$ cat config.mk
export PLATFORM = sky130hd
export DESIGN_NAME = ubtc_core
export DESIGN_NICKNAME = d
export VERILOG_FILES = /design/src/hdl/ubtc_pkg.sv /design/src/hdl/ubtc_fifo_if.sv /design/src/hdl/ubtc_fifo.sv /design/src/hdl/ubtc_core.sv
export SDC_FILE = /design/constraint.sdc
export NUM_CORES = 1
export LEC_CHECK = 0
export BUFFER_PORTS_ARGS = -buffer_cell sky130_fd_sc_hd__clkbuf_2
export CORE_ASPECT_RATIO = 1.75
export CORE_UTILIZATION = 65
export CTS_CLUSTER_SIZE = 8
export DETAILED_ROUTE_END_ITERATION = 16
export GPL_TIMING_DRIVEN = 1
export PLACE_DENSITY_LB_ADDON = 0.15
export SYNTH_ARGS = -nofsm -noshare
export SYNTH_HDL_FRONTEND = slang
export SYNTH_SLANG_ARGS = --single-unit
export TNS_END_PERCENT = 1
$ cat constraint.sdc
create_clock -name clk -period 20.8 [get_ports clk]
set_input_delay 4.16 -clock clk [delete_from_list [all_inputs] [get_ports clk]]
set_output_delay 4.16 -clock clk [all_outputs]
set_load 0.02 [all_outputs]
$ cat src/hdl/ubtc_pkg.sv
// Constants, field positions and state types for the UART serial core.
// Assumes a single 50 MHz system clock feeding the baud logic.
package ubtc_pkg;

	// ****************************************************************
	// Host register offsets
	// ****************************************************************
	localparam logic [2:0] OFS_DATA = 3'h0; // Holding regs / divisor low
	localparam logic [2:0] OFS_IER = 3'h1; // Interrupt enable / divisor high
	localparam logic [2:0] OFS_ISR_FCR = 3'h2; // Read source, write FIFO ctrl
	localparam logic [2:0] OFS_LCR = 3'h3;
	localparam logic [2:0] OFS_MCR = 3'h4;
	localparam logic [2:0] OFS_LSR = 3'h5;
	localparam logic [2:0] OFS_SCR = 3'h7;

	// ****************************************************************
	// Field positions
	// ****************************************************************
	localparam int MCR_PRESC_BIT = 7;
	localparam int LCR_STOP_BIT = 2;
	localparam int LCR_PEN_BIT = 3;
	localparam int LCR_EVEN_BIT = 4;
	localparam int LCR_STICK_BIT = 5;
	localparam int LCR_DLAB_BIT = 7;
	localparam int FCR_EN_BIT = 0;
	localparam int FCR_RXRST_BIT = 1;
	localparam int FCR_TXRST_BIT = 2;
	localparam int IER_RX_BIT = 0;
	localparam int IER_TX_BIT = 1;

	// ****************************************************************
	// Reset values
	// ****************************************************************
	localparam logic [7:0] DIV_LO_RST = 8'h01;
	localparam logic [7:0] DIV_HI_RST = 8'h00;
	localparam logic [7:0] REG_RST = 8'h00;

	// ****************************************************************
	// Timing figures
	// ****************************************************************
	localparam int PRESC_DIV = 4;
	localparam logic [1:0] PRESC_LAST = 2'(PRESC_DIV - 1);
	localparam int TICKS_PER_BIT = 16;
	localparam int TICKS_TO_CENTRE = 8;
	localparam logic [3:0] TICK_LAST = 4'(TICKS_PER_BIT - 1);
	localparam logic [3:0] TICK_HALF_LAST = 4'(TICKS_TO_CENTRE - 1);
	localparam int TO_WORDS = 4;
	localparam int TO_EXTRA_BITS = 12;
	localparam int MIN_DATA_BITS = 5;

	// ****************************************************************
	// FIFO trigger levels and interrupt source codes
	// ****************************************************************
	localparam int TRIG_L0 = 1;
	localparam int TRIG_L1 = 4;
	localparam int TRIG_L2 = 8;
	localparam int TRIG_L3 = 14;
	localparam logic [3:0] ISR_NONE = 4'h1;
	localparam logic [3:0] ISR_TX = 4'h2;
	localparam logic [3:0] ISR_RX = 4'h4;
	localparam logic [3:0] ISR_TIMEOUT = 4'hC;

	// ****************************************************************
	// State types
	// ****************************************************************
	typedef enum {TX_IDLE, TX_START, TX_DATA, TX_PARITY, TX_STOP} ubtc_txst_t;
	typedef enum {RX_IDLE, RX_START, RX_DATA, RX_PARITY, RX_STOP} ubtc_rxst_t;

endpackage

$ cat src/hdl/ubtc_fifo_if.sv
// Interface between the serial core and its W-bit FIFOs.
// Assumes one clock shared by both ends.
`timescale 1ns/1ns
`default_nettype none
interface ubtc_fifo_if
	#(parameter int W = 8, parameter int DEPTH = 16);
	localparam int CW = $clog2(DEPTH + 1);
	logic push;
	logic pop;
	logic clear;
	logic [W-1:0] wdata;
	logic [W-1:0] rdata;
	logic [CW-1:0] count;
	logic full;
	logic empty;
	modport user (output push, output pop, output clear, output wdata,
		input rdata, input count, input full, input empty);
	modport store (input push, input pop, input clear, input wdata,
		output rdata, output count, output full, output empty);
endinterface
`default_nettype wire

$ cat src/hdl/ubtc_fifo.sv
// Circular W-bit FIFO with occupancy count, used for transmit (8 bits) and receive (11 bits).
// Ignores a push when full and a pop when empty.
`timescale 1ns/1ns
`default_nettype none
module ubtc_fifo
	#(parameter int W = 8, parameter int DEPTH = 16)
(
	input wire logic clk,
	input wire logic rst,
	ubtc_fifo_if.store f
);
	localparam int AW = $clog2(DEPTH);
	localparam int CW = $clog2(DEPTH + 1);

	logic [W-1:0] mem_q [DEPTH];
	logic [AW-1:0] wr_ptr_q;
	logic [AW-1:0] rd_ptr_q;
	logic [CW-1:0] count_q;
	logic do_push;
	logic do_pop;

	// Guarded handshakes
	assign do_push = f.push & ~f.full;
	assign do_pop = f.pop & ~f.empty;
	assign f.full = (count_q == CW'(DEPTH));
	assign f.empty = (count_q == '0);
	assign f.count = count_q;
	assign f.rdata = mem_q[rd_ptr_q];

	// Storage array
	always_ff @(posedge clk)
	begin
		if (do_push)
			mem_q[wr_ptr_q] <= f.wdata;
	end

	// Pointers and count, clear wins
	always_ff @(posedge clk or posedge rst)
	begin
		if (rst)
		begin
			wr_ptr_q <= '0;
			rd_ptr_q <= '0;
			count_q <= '0;
		end
		else if (f.clear)
		begin
			wr_ptr_q <= '0;
			rd_ptr_q <= '0;
			count_q <= '0;
		end
		else
		begin
			if (do_push)
				wr_ptr_q <= wr_ptr_q + 1'b1;
			if (do_pop)
				rd_ptr_q <= rd_ptr_q + 1'b1;
			if (do_push & ~do_pop)
				count_q <= count_q + 1'b1;
			else if (do_pop & ~do_push)
				count_q <= count_q - 1'b1;
		end
	end
endmodule // ubtc_fifo
`default_nettype wire

$ cat src/hdl/ubtc_core.sv
// Serial core: host register set, baud generator, transmitter, receiver.
// Assumes host strobes and serial input are asynchronous to clk.
`timescale 1ns/1ns
`default_nettype none
module ubtc_core
	import ubtc_pkg::*;
	#(parameter int FIFO_DEPTH = 16)
(
	input wire logic clk,
	input wire logic rst,
	input wire logic cs_n,
	input wire logic rd_n,
	input wire logic wr_n,
	input wire logic [2:0] addr,
	input wire logic [7:0] data_in,
	output logic [7:0] data_out,
	output logic data_oe_n,
	input wire logic serial_in,
	output logic serial_out,
	output logic int_out
);
	localparam int BUS_W = 14;
	localparam int CW = $clog2(FIFO_DEPTH + 1);
	localparam int TO_W = 11;

	// ****************************************************************
	// Helper functions
	// ****************************************************************

	// Trigger level from a two-bit select
	function automatic logic [CW-1:0] trig_level(input logic [1:0] sel);
		unique case (sel)
			2'h0: trig_level = CW'(TRIG_L0);
			2'h1: trig_level = CW'(TRIG_L1);
			2'h2: trig_level = CW'(TRIG_L2);
			default: trig_level = CW'(TRIG_L3);
		endcase
	endfunction

	// Parity bit for the active data bits
	function automatic logic par_bit(input logic [7:0] d,
		input logic [7:0] line_control_reg);
		logic [7:0] m;
		m = 8'hFF >> (3'h3 - line_control_reg[1:0]);
		if (line_control_reg[LCR_STICK_BIT])
			par_bit = ~line_control_reg[LCR_EVEN_BIT];
		else
			par_bit = line_control_reg[LCR_EVEN_BIT] ? ^(d & m) : ~^(d & m);
	endfunction

	// ****************************************************************
	// Declarations
	// ****************************************************************
	logic [BUS_W-1:0] bus_meta_q;
	logic [BUS_W-1:0] bus_sync_q;
	logic rx_meta_q;
	logic rx_s_q;
	logic rx_prev_q;
	logic rd_act;
	logic wr_act;
	logic rd_act_q;
	logic wr_act_q;
	logic rd_done;
	logic wr_done;
	logic [2:0] cap_addr_q;
	logic [7:0] cap_data_q;
	logic [7:0] div_lo_q;
	logic [7:0] div_hi_q;
	logic [7:0] ier_q;
	logic [7:0] lcr_q;
	logic [7:0] mcr_q;
	logic [7:0] scr_q;
	logic fifo_en_q;
	logic [1:0] rx_trig_q;
	logic [1:0] tx_trig_q;
	logic dlab;
	logic wr_thr;
	logic wr_fcr;
	logic rd_rhr;
	logic rd_lsr;
	logic [1:0] presc_cnt_q;
	logic presc_tick;
	logic [15:0] div_cnt_q;
	logic [15:0] div_val;
	logic tick16;
	logic [2:0] ndata_m1;
	ubtc_txst_t tx_st_q;
	logic [3:0] tx_tick_q;
	logic [2:0] tx_bit_q;
	logic [7:0] tx_shift_q;
	logic tx_par_q;
	logic tx_level;
	logic serial_out_q;
	ubtc_rxst_t rx_st_q;
	logic [3:0] rx_tick_q;
	logic [2:0] rx_bit_q;
	logic [7:0] rx_shift_q;
	logic rx_par_q;
	logic rx_zero_q;
	logic rx_done;
	logic rx_room;
	logic [7:0] rx_byte;
	logic overrun_q;
	logic [TO_W-1:0] to_cnt_q;
	logic [TO_W-1:0] to_limit;
	logic rx_timeout;
	logic rx_int;
	logic tx_int;
	logic [3:0] isr_id;
	logic [7:0] line_status_reg;
	logic int_out_q;

	ubtc_fifo_if #(.W(8), .DEPTH(FIFO_DEPTH)) txf ();
	ubtc_fifo_if #(.W(11), .DEPTH(FIFO_DEPTH)) rxf ();

	ubtc_fifo #(.W(8), .DEPTH(FIFO_DEPTH)) u_tx_fifo
	(
		.clk(clk),
		.rst(rst),
		.f(txf.store)
	);

	ubtc_fifo #(.W(11), .DEPTH(FIFO_DEPTH)) u_rx_fifo
	(
		.clk(clk),
		.rst(rst),
		.f(rxf.store)
	);

	// ****************************************************************
	// Pin synchronisers and strobe edges
	// ****************************************************************

	// Two-stage capture of host pins and serial input
	always_ff @(posedge clk or posedge rst)
	begin
		if (rst)
		begin
			bus_meta_q <= {BUS_W{1'b1}};
			bus_sync_q <= {BUS_W{1'b1}};
			rx_meta_q <= 1'b1;
			rx_s_q <= 1'b1;
			rx_prev_q <= 1'b1;
		end
		else
		begin
			bus_meta_q <= {cs_n, rd_n, wr_n, addr, data_in};
			bus_sync_q <= bus_meta_q;
			rx_meta_q <= serial_in;
			rx_s_q <= rx_meta_q;
			rx_prev_q <= rx_s_q;
		end
	end

	assign rd_act = ~bus_sync_q[13] & ~bus_sync_q[12];
	assign wr_act = ~bus_sync_q[13] & ~bus_sync_q[11];
	assign rd_done = rd_act_q & ~rd_act; // Strobe release
	assign wr_done = wr_act_q & ~wr_act;

	// Address and data sampled every clock while a strobe is active
	always_ff @(posedge clk or posedge rst)
	begin
		if (rst)
		begin
			rd_act_q <= 1'b0;
			wr_act_q <= 1'b0;
			cap_addr_q <= 3'h0;
			cap_data_q <= 8'h00;
		end
		else
		begin
			rd_act_q <= rd_act;
			wr_act_q <= wr_act;
			if (rd_act | wr_act)
			begin
				cap_addr_q <= bus_sync_q[10:8];
				cap_data_q <= bus_sync_q[7:0];
			end
		end
	end

	// ****************************************************************
	// Register file
	// ****************************************************************
	assign dlab = lcr_q[LCR_DLAB_BIT];
	assign wr_thr = wr_done & (cap_addr_q == OFS_DATA) & ~dlab;
	assign wr_fcr = wr_done & (cap_addr_q == OFS_ISR_FCR);
	assign rd_rhr = rd_done & (cap_addr_q == OFS_DATA) & ~dlab;
	assign rd_lsr = rd_done & (cap_addr_q == OFS_LSR);

	// Control registers written at strobe release
	always_ff @(posedge clk or posedge rst)
	begin
		if (rst)
		begin
			div_lo_q <= DIV_LO_RST;
			div_hi_q <= DIV_HI_RST;
			ier_q <= REG_RST;
			lcr_q <= REG_RST;
			mcr_q <= REG_RST;
			scr_q <= REG_RST;
			fifo_en_q <= 1'b0;
			rx_trig_q <= 2'h0;
			tx_trig_q <= 2'h0;
		end
		else if (wr_done)
		begin
			unique case (cap_addr_q)
				OFS_DATA: if (dlab) div_lo_q <= cap_data_q;
				OFS_IER:
					if (dlab)
						div_hi_q <= cap_data_q;
					else
						ier_q <= cap_data_q;
				OFS_ISR_FCR:
				begin
					fifo_en_q <= cap_data_q[FCR_EN_BIT];
					tx_trig_q <= cap_data_q[5:4];
					rx_trig_q <= cap_data_q[7:6];
				end
				OFS_LCR: lcr_q <= cap_data_q;
				OFS_MCR: mcr_q <= cap_data_q;
				OFS_SCR: scr_q <= cap_data_q;
				default: ;
			endcase
		end
	end

	// FIFO resets on request or on mode change
	assign txf.clear = wr_fcr & (cap_data_q[FCR_TXRST_BIT]
		| (cap_data_q[FCR_EN_BIT] != fifo_en_q));
	assign rxf.clear = wr_fcr & (cap_data_q[FCR_RXRST_BIT]
		| (cap_data_q[FCR_EN_BIT] != fifo_en_q));

	// Status word
	assign line_status_reg = {1'b0,
		txf.empty & (tx_st_q == TX_IDLE),
		txf.empty,
		rxf.empty ? 3'h0 : rxf.rdata[10:8],
		overrun_q, ~rxf.empty};

	// Read data straight from pins and state, no clock needed
	always_comb
	begin
		data_out = 8'h00;
		unique case (addr)
			OFS_DATA: data_out = dlab ? div_lo_q : rxf.rdata[7:0];
			OFS_IER: data_out = dlab ? div_hi_q : ier_q;
			OFS_ISR_FCR: data_out = {fifo_en_q, fifo_en_q, 2'h0, isr_id};
			OFS_LCR: data_out = lcr_q;
			OFS_MCR: data_out = mcr_q;
			OFS_LSR: data_out = line_status_reg;
			OFS_SCR: data_out = scr_q;
			default: data_out = 8'h00;
		endcase
	end
	assign data_oe_n = cs_n | rd_n;

	// ****************************************************************
	// Baud generator
	// ****************************************************************
	assign div_val = {div_hi_q, div_lo_q};
	assign presc_tick = ~mcr_q[MCR_PRESC_BIT] | (presc_cnt_q == PRESC_LAST);
	assign tick16 = presc_tick
		& (({1'b0, div_cnt_q} + 17'h00001) >= {1'b0, div_val});

	// Prescaler and divisor counters
	always_ff @(posedge clk or posedge rst)
	begin
		if (rst)
		begin
			presc_cnt_q <= 2'h0;
			div_cnt_q <= 16'h0000;
		end
		else
		begin
			presc_cnt_q <= presc_cnt_q + 2'h1;
			if (tick16)
				div_cnt_q <= 16'h0000;
			else if (presc_tick)
				div_cnt_q <= div_cnt_q + 16'h0001;
		end
	end

	// ****************************************************************
	// Transmitter
	// ****************************************************************
	assign ndata_m1 = {1'b0, lcr_q[1:0]} + 3'h4;
	assign txf.push = wr_thr & (fifo_en_q ? ~txf.full : txf.empty);
	assign txf.wdata = cap_data_q;
	assign txf.pop = (tx_st_q == TX_IDLE) & ~txf.empty & tick16;

	// Frame sequencer
	always_ff @(posedge clk or posedge rst)
	begin
		if (rst)
		begin
			tx_st_q <= TX_IDLE;
			tx_tick_q <= 4'h0;
			tx_bit_q <= 3'h0;
			tx_shift_q <= 8'h00;
			tx_par_q <= 1'b0;
		end
		else if (tx_st_q == TX_IDLE)
		begin
			if (~txf.empty & tick16) // Start on a tick: whole start bit
			begin
				tx_st_q <= TX_START;
				tx_shift_q <= txf.rdata;
				tx_par_q <= par_bit(txf.rdata, lcr_q);
				tx_tick_q <= 4'h0;
				tx_bit_q <= 3'h0;
			end
		end
		else if (tick16)
		begin
			tx_tick_q <= tx_tick_q + 4'h1;
			if (tx_tick_q == TICK_LAST)
			begin
				unique case (tx_st_q)
					TX_START: tx_st_q <= TX_DATA;
					TX_DATA:
					begin
						tx_shift_q <= tx_shift_q >> 1;
						if (tx_bit_q == ndata_m1)
						begin
							tx_bit_q <= 3'h0;
							tx_st_q <= lcr_q[LCR_PEN_BIT] ? TX_PARITY : TX_STOP;
						end
						else
							tx_bit_q <= tx_bit_q + 3'h1;
					end
					TX_PARITY: tx_st_q <= TX_STOP;
					TX_STOP:
						if (tx_bit_q == {2'h0, lcr_q[LCR_STOP_BIT]})
							tx_st_q <= TX_IDLE;
						else
							tx_bit_q <= tx_bit_q + 3'h1;
					default: tx_st_q <= TX_IDLE;
				endcase
			end
		end
	end

	// Line level per state
	always_comb
	begin
		tx_level = 1'b1;
		unique case (tx_st_q)
			TX_START: tx_level = 1'b0;
			TX_DATA: tx_level = tx_shift_q[0];
			TX_PARITY: tx_level = tx_par_q;
			default: tx_level = 1'b1;
		endcase
	end

	// Registered serial output
	always_ff @(posedge clk or posedge rst)
	begin
		if (rst)
			serial_out_q <= 1'b1;
		else
			serial_out_q <= tx_level;
	end
	assign serial_out = serial_out_q;

	// ****************************************************************
	// Receiver
	// ****************************************************************
	assign rx_done = (rx_st_q == RX_STOP) & tick16 & (rx_tick_q == TICK_LAST);
	assign rx_room = fifo_en_q ? ~rxf.full : rxf.empty;
	assign rx_byte = rx_shift_q >> (3'h7 - ndata_m1);
	assign rxf.push = rx_done & rx_room;
	assign rxf.wdata = {rx_zero_q & ~rx_s_q, ~rx_s_q,
		lcr_q[LCR_PEN_BIT] & (rx_par_q != par_bit(rx_byte, lcr_q)),
		rx_byte};
	assign rxf.pop = rd_rhr & ~rxf.empty;

	// Frame sampler
	always_ff @(posedge clk or posedge rst)
	begin
		if (rst)
		begin
			rx_st_q <= RX_IDLE;
			rx_tick_q <= 4'h0;
			rx_bit_q <= 3'h0;
			rx_shift_q <= 8'h00;
			rx_par_q <= 1'b0;
			rx_zero_q <= 1'b0;
		end
		else if (rx_st_q == RX_IDLE)
		begin
			if (rx_prev_q & ~rx_s_q)
			begin
				rx_st_q <= RX_START;
				rx_tick_q <= 4'h0;
			end
		end
		else if (tick16)
		begin
			rx_tick_q <= rx_tick_q + 4'h1;
			if (rx_st_q == RX_START)
			begin
				if (rx_tick_q == TICK_HALF_LAST)
				begin
					rx_tick_q <= 4'h0;
					rx_bit_q <= 3'h0;
					rx_zero_q <= 1'b1;
					rx_st_q <= rx_s_q ? RX_IDLE : RX_DATA;
				end
			end
			else if (rx_tick_q == TICK_LAST)
			begin
				unique case (rx_st_q)
					RX_DATA:
					begin
						rx_shift_q <= {rx_s_q, rx_shift_q[7:1]};
						rx_zero_q <= rx_zero_q & ~rx_s_q;
						if (rx_bit_q == ndata_m1)
							rx_st_q <= lcr_q[LCR_PEN_BIT] ? RX_PARITY : RX_STOP;
						else
							rx_bit_q <= rx_bit_q + 3'h1;
					end
					RX_PARITY:
					begin
						rx_par_q <= rx_s_q;
						rx_zero_q <= rx_zero_q & ~rx_s_q;
						rx_st_q <= RX_STOP;
					end
					default: rx_st_q <= RX_IDLE;
				endcase
			end
		end
	end

	// Overrun flag, a new loss beats the status read
	always_ff @(posedge clk or posedge rst)
	begin
		if (rst)
			overrun_q <= 1'b0;
		else if (rx_done & ~rx_room)
			overrun_q <= 1'b1;
		else if (rd_lsr)
			overrun_q <= 1'b0;
	end

	// ****************************************************************
	// Receive timeout and interrupt output
	// ****************************************************************
	assign to_limit = TO_W'((TO_WORDS * (int'(ndata_m1) + 1) + TO_EXTRA_BITS)
		* TICKS_PER_BIT);
	assign rx_timeout = fifo_en_q & ~rxf.empty & (to_cnt_q >= to_limit);

	// Idle tick count while data waits
	always_ff @(posedge clk or posedge rst)
	begin
		if (rst)
			to_cnt_q <= '0;
		else if (rxf.push | rxf.pop | rxf.empty | ~fifo_en_q)
			to_cnt_q <= '0;
		else if (tick16 & (to_cnt_q < to_limit))
			to_cnt_q <= to_cnt_q + 1'b1;
	end

	assign rx_int = ier_q[IER_RX_BIT] & (fifo_en_q
		? (rxf.count >= trig_level(rx_trig_q)) : ~rxf.empty);
	assign tx_int = ier_q[IER_TX_BIT] & (fifo_en_q
		? (txf.count < trig_level(tx_trig_q))
		: txf.empty);

	// Source code by priority
	always_comb
	begin
		if (rx_timeout & ier_q[IER_RX_BIT])
			isr_id = ISR_TIMEOUT;
		else if (rx_int)
			isr_id = ISR_RX;
		else if (tx_int)
			isr_id = ISR_TX;
		else
			isr_id = ISR_NONE;
	end

	// Registered interrupt pin
	always_ff @(posedge clk or posedge rst)
	begin
		if (rst)
			int_out_q <= 1'b0;
		else
			int_out_q <= (isr_id != ISR_NONE);
	end
	assign int_out = int_out_q;

endmodule // ubtc_core
`default_nettype wire

==> flow_summary_export.csv <==
group,metric,value,unit
finish,nFillCells,2030,
global_route,grt_use_total,31.6,%
logic_synthesis,syn-num-nets,1623,
sta,report.final.slew_viol_count,0,
finish,fin_nets,1682,
global_route,grt_max_degree,132,
routing,vias_per_cell,6.29,
sta,setup_violations,0,
sta,min_period_over_period,48.1,%
global_route,antenna_found_initial,0,
pwr,power.internal,2.19,mW
setup_path,end_kind,"output pin",
cts,hold_buffers,0,
logic_synthesis,ys.flop_type,"edfxtp_1",
floorplan,top_level_ports,28,
sta,finalClockSkew,0.0291,ns
finish,fin_util,74.9,%
job,maxCapViolCount,0,
pwr,switchingPower,1.04,mW
sta,rsz0062_at_grt,"false",
floorplan,core_area,33100,µm²
pwr,leakagePower,9.27,nW
pwr,ir_drop,0.000130,V
setup_path,arrival,5.84,ns
logic_synthesis,synthArstFlopShare,39.0,%
routing,ant_nets,0,
setup_path,crit_fanout,23,
pwr,combPwrFrac,26.6,%
cts,clockBufferDepth,3,
logic_synthesis,yosysTopAreaCell,"edfxtp_1",
logic_synthesis,synthTopCellsByArea,"edfxtp_1 (41%), dfrtp_1 (18%), mux4_2 (7.7%)",
routing,firstDrtPassIters,5,
cts,cts_tree,"built",
sta,slew_headroom,15.9,%
setup_path,cp-start-kind,"input port",
pwr,seqPwrFrac,39.6,%
sta,worst_slew_pin_slew,1.26,ns
placed_design,place_congestion,0.952,
global_route,grt_pass1_vias,14044,
routing,drtIter0Drc,845,
sta,fin_tns_setup,0,ns
cts,numCtsBuffers,72,
pwr,powerDensity,130,nW/µm²
logic_synthesis,synth_edf_count,304,
logic_synthesis,synth-seq-cells,498,
placed_design,dp_hpwl,33800,µm
finish,stdcell_area,24800,µm²
logic_synthesis,syn_area_per_cell,14.2,µm²
cts,post-cts-setup-buffer-count,0,
global_route,overflow,0,
pwr,p_clk_share,33.8,%
sta,holdWs,0.353,ns
finish,diodes,0,
floorplan,placementRows,88,
cts,root_buffer,"clkbuf_16",
setup_path,cp_data_required_time,16.64,ns
logic_synthesis,synthDistinctLibCells,74,
sta,fmax,0.100,GHz
cts,cts_resized,0,
floorplan,die_width,141,µm
logic_synthesis,synthesis.area,22100,µm²
setup_path,crit_type,"input port to output pin",
floorplan,die_y,246,µm
placed_design,place.port_buffers,27,
cts,cts.clk_slew.worst_paths,0.04,ns
global_route,grt_pass1_wl,79800,µm
sta,layout_min_cycle_time,10.00,ns
worst_hold_path,hold_class,"register to register",
floorplan,initial_utilization,66.6,%
status,outcome,"finished clean",
pwr,swShare,32.2,%
logic_synthesis,ys_warn_count,0,
finish,drive_above_1_share,19.2,%
logic_synthesis,yosysTopAreaCellShare,41.4,%
cts,clk_latency,0.58,ns
routing,drt-total-wl,51800,µm
cts,numClockSinks,498,
placed_design,dpl_cell_area,22700,µm²
routing,vias,13339,
routing,drc,0,
logic_synthesis,synth_seq_area_share,63.6,%
cts,h-tree-depth,3,
routing,wl_per_cell,24.4,µm
logic_synthesis,netlist_instances,1553,
sta,final-hold-violation-count,0,
finish,synthToLayoutAreaGrowth,12.5,%
floorplan,dieArea,34700,µm²
flip-flops by register name (all words and copies together) (netlist names), 5 cells and up:
register           flops
div_cnt_q             16
u_tx_fifo.f.count      5
ier_q                  8
bus_sync_q            14
div_hi_q               8
mcr_q                  8
scr_q                  8
div_lo_q               8
to_cnt_q              11
lcr_q                  8
tx_shift_q             8
cap_data_q             8
u_rx_fifo.f.count      5
u_rx_fifo.mem_q      176
bus_meta_q            14
rx_shift_q             8
u_tx_fifo.mem_q      128
path summary, 6_finish.rpt:
kind	startpoint	slack [ns]	endpoint	depth (start not counted)
setup / recovery	addr[2]	10.80	data_out[3]	7
hold reg to reg	bus_meta_q[1]	0.35	bus_sync_q[1]	0
min in group asynchronous	rst	3.71	cap_addr_q[0]	2
setup reg to reg	div_cnt_q[0]	15.39	u_rx_fifo.f.count[4]	21
hold / removal	bus_meta_q[1]	0.35	bus_sync_q[1]	0
max in group asynchronous	rst	15.53	u_tx_fifo.rd_ptr_q[0]	3
cells in the mapped netlist (3+ instances only):
cell,number
nand4_1,9
mux4_2,75
dfrtp_1,161
a31oi_1,3
nor3_1,25
mux2i_1,52
a21boi_0,5
nand3_1,22
buf_2,9
nand2b_1,5
buf_1,7
or4_1,5
ha_1,51
nand3b_1,4
a22o_1,7
nor2_1,79
buf_6,4
or3_1,6
o31ai_1,7
edfxtp_1,304
a22oi_1,10
mux2_2,57
nand2_1,127
a211oi_1,6
o21ai_0,101
a221oi_1,19
o21a_1,8
dfstp_2,33
inv_1,51
nor4_1,9
o21bai_1,3
a21oi_1,53
nor3b_1,5
a21o_1,13
and2_1,26
nor2b_1,13
o211ai_1,3
clkbuf_1,51
xnor2_1,41
and3_1,13
o21ai_1,5
xor2_1,18
nor4b_1,5
a32o_1,3
or2_2,6
cell type report:
class / instances / area [µm²] / area share [%]
well taps: 450 / 563 / 2.27
clock buffers: 129 / 2120 / 8.55
multi-input cells: 930 / 7520 / 30.3
repair buffers: 58 / 368 / 1.48
clock inverters: 3 / 26.3 / 0.106
flip-flops and latches: 498 / 14000 / 56.5
inverters: 52 / 203 / 0.816
cells by family (layout without fill, tap and decap cells):
| family | count (synthesis) | after routing | share of synthesized area, % |
|---|---|---|---|
| flops | 498 | 498 | 63.6 |
| mux | 184 | 184 | 12.9 |
| simple gates | 371 | 371 | 8.24 |
| compound gates | 262 | 262 | 7.41 |
| fa+ha+maj | 53 | 53 | 3.07 |
| xor+xnor | 60 | 60 | 2.44 |
| buf+inv | 125 | 242 | 2.35 |
stage by stage:
step	std cells	setup slack (ns)	power, mW
floorplan	1553	11.29	1.88
global placement	1988	10.93	2.12
detailed placement	1988	10.85	2.14
CTS	2120	10.84	3.24
global route	2120	10.61	3.38
finish	2120	10.80	3.23
critical path, stage by stage:
cell and delay (ns):
clkbuf_2 0.37, nor2b_1 0.21, o211ai_1 0.14, a21oi_1 0.08, a2111oi_0 0.40, o21ai_0 0.26, clkbuf_2 0.22
power groups by stage:
stage	clock (mW)	combinational [mW]	sequential [mW]
6_report	1.09	0.861	1.28
5_1_grt	1.15	0.933	1.29
4_1_cts	1.10	0.858	1.28
3_5_place_dp	0	0.849	1.29
3_3_place_gp	0	0.827	1.29
2_1_floorplan	0	0.647	1.23
metal layers:
metal	share of wire [%]	global-route usage, %	up-vias
met3	4.4	4.73	158
met5	0	0	-
met1	34	33.4	6760
met2	55	58.0	457
li1	-	-	5964
met4	6.6	20.6	0
layout by cell type (no fill, tap or decap), types with 51 or more instances in the layout:
master     count
a21oi_1       53
clkbuf_1      52
clkbuf_16     77
dfrtp_1      158
edfxtp_1     304
ha_1          51
mux2_2        57
mux2i_1       52
mux4_2        75
nand2_1      127
nor2_1        79
o21ai_0      101
Power figures use the tool's default switching activity.
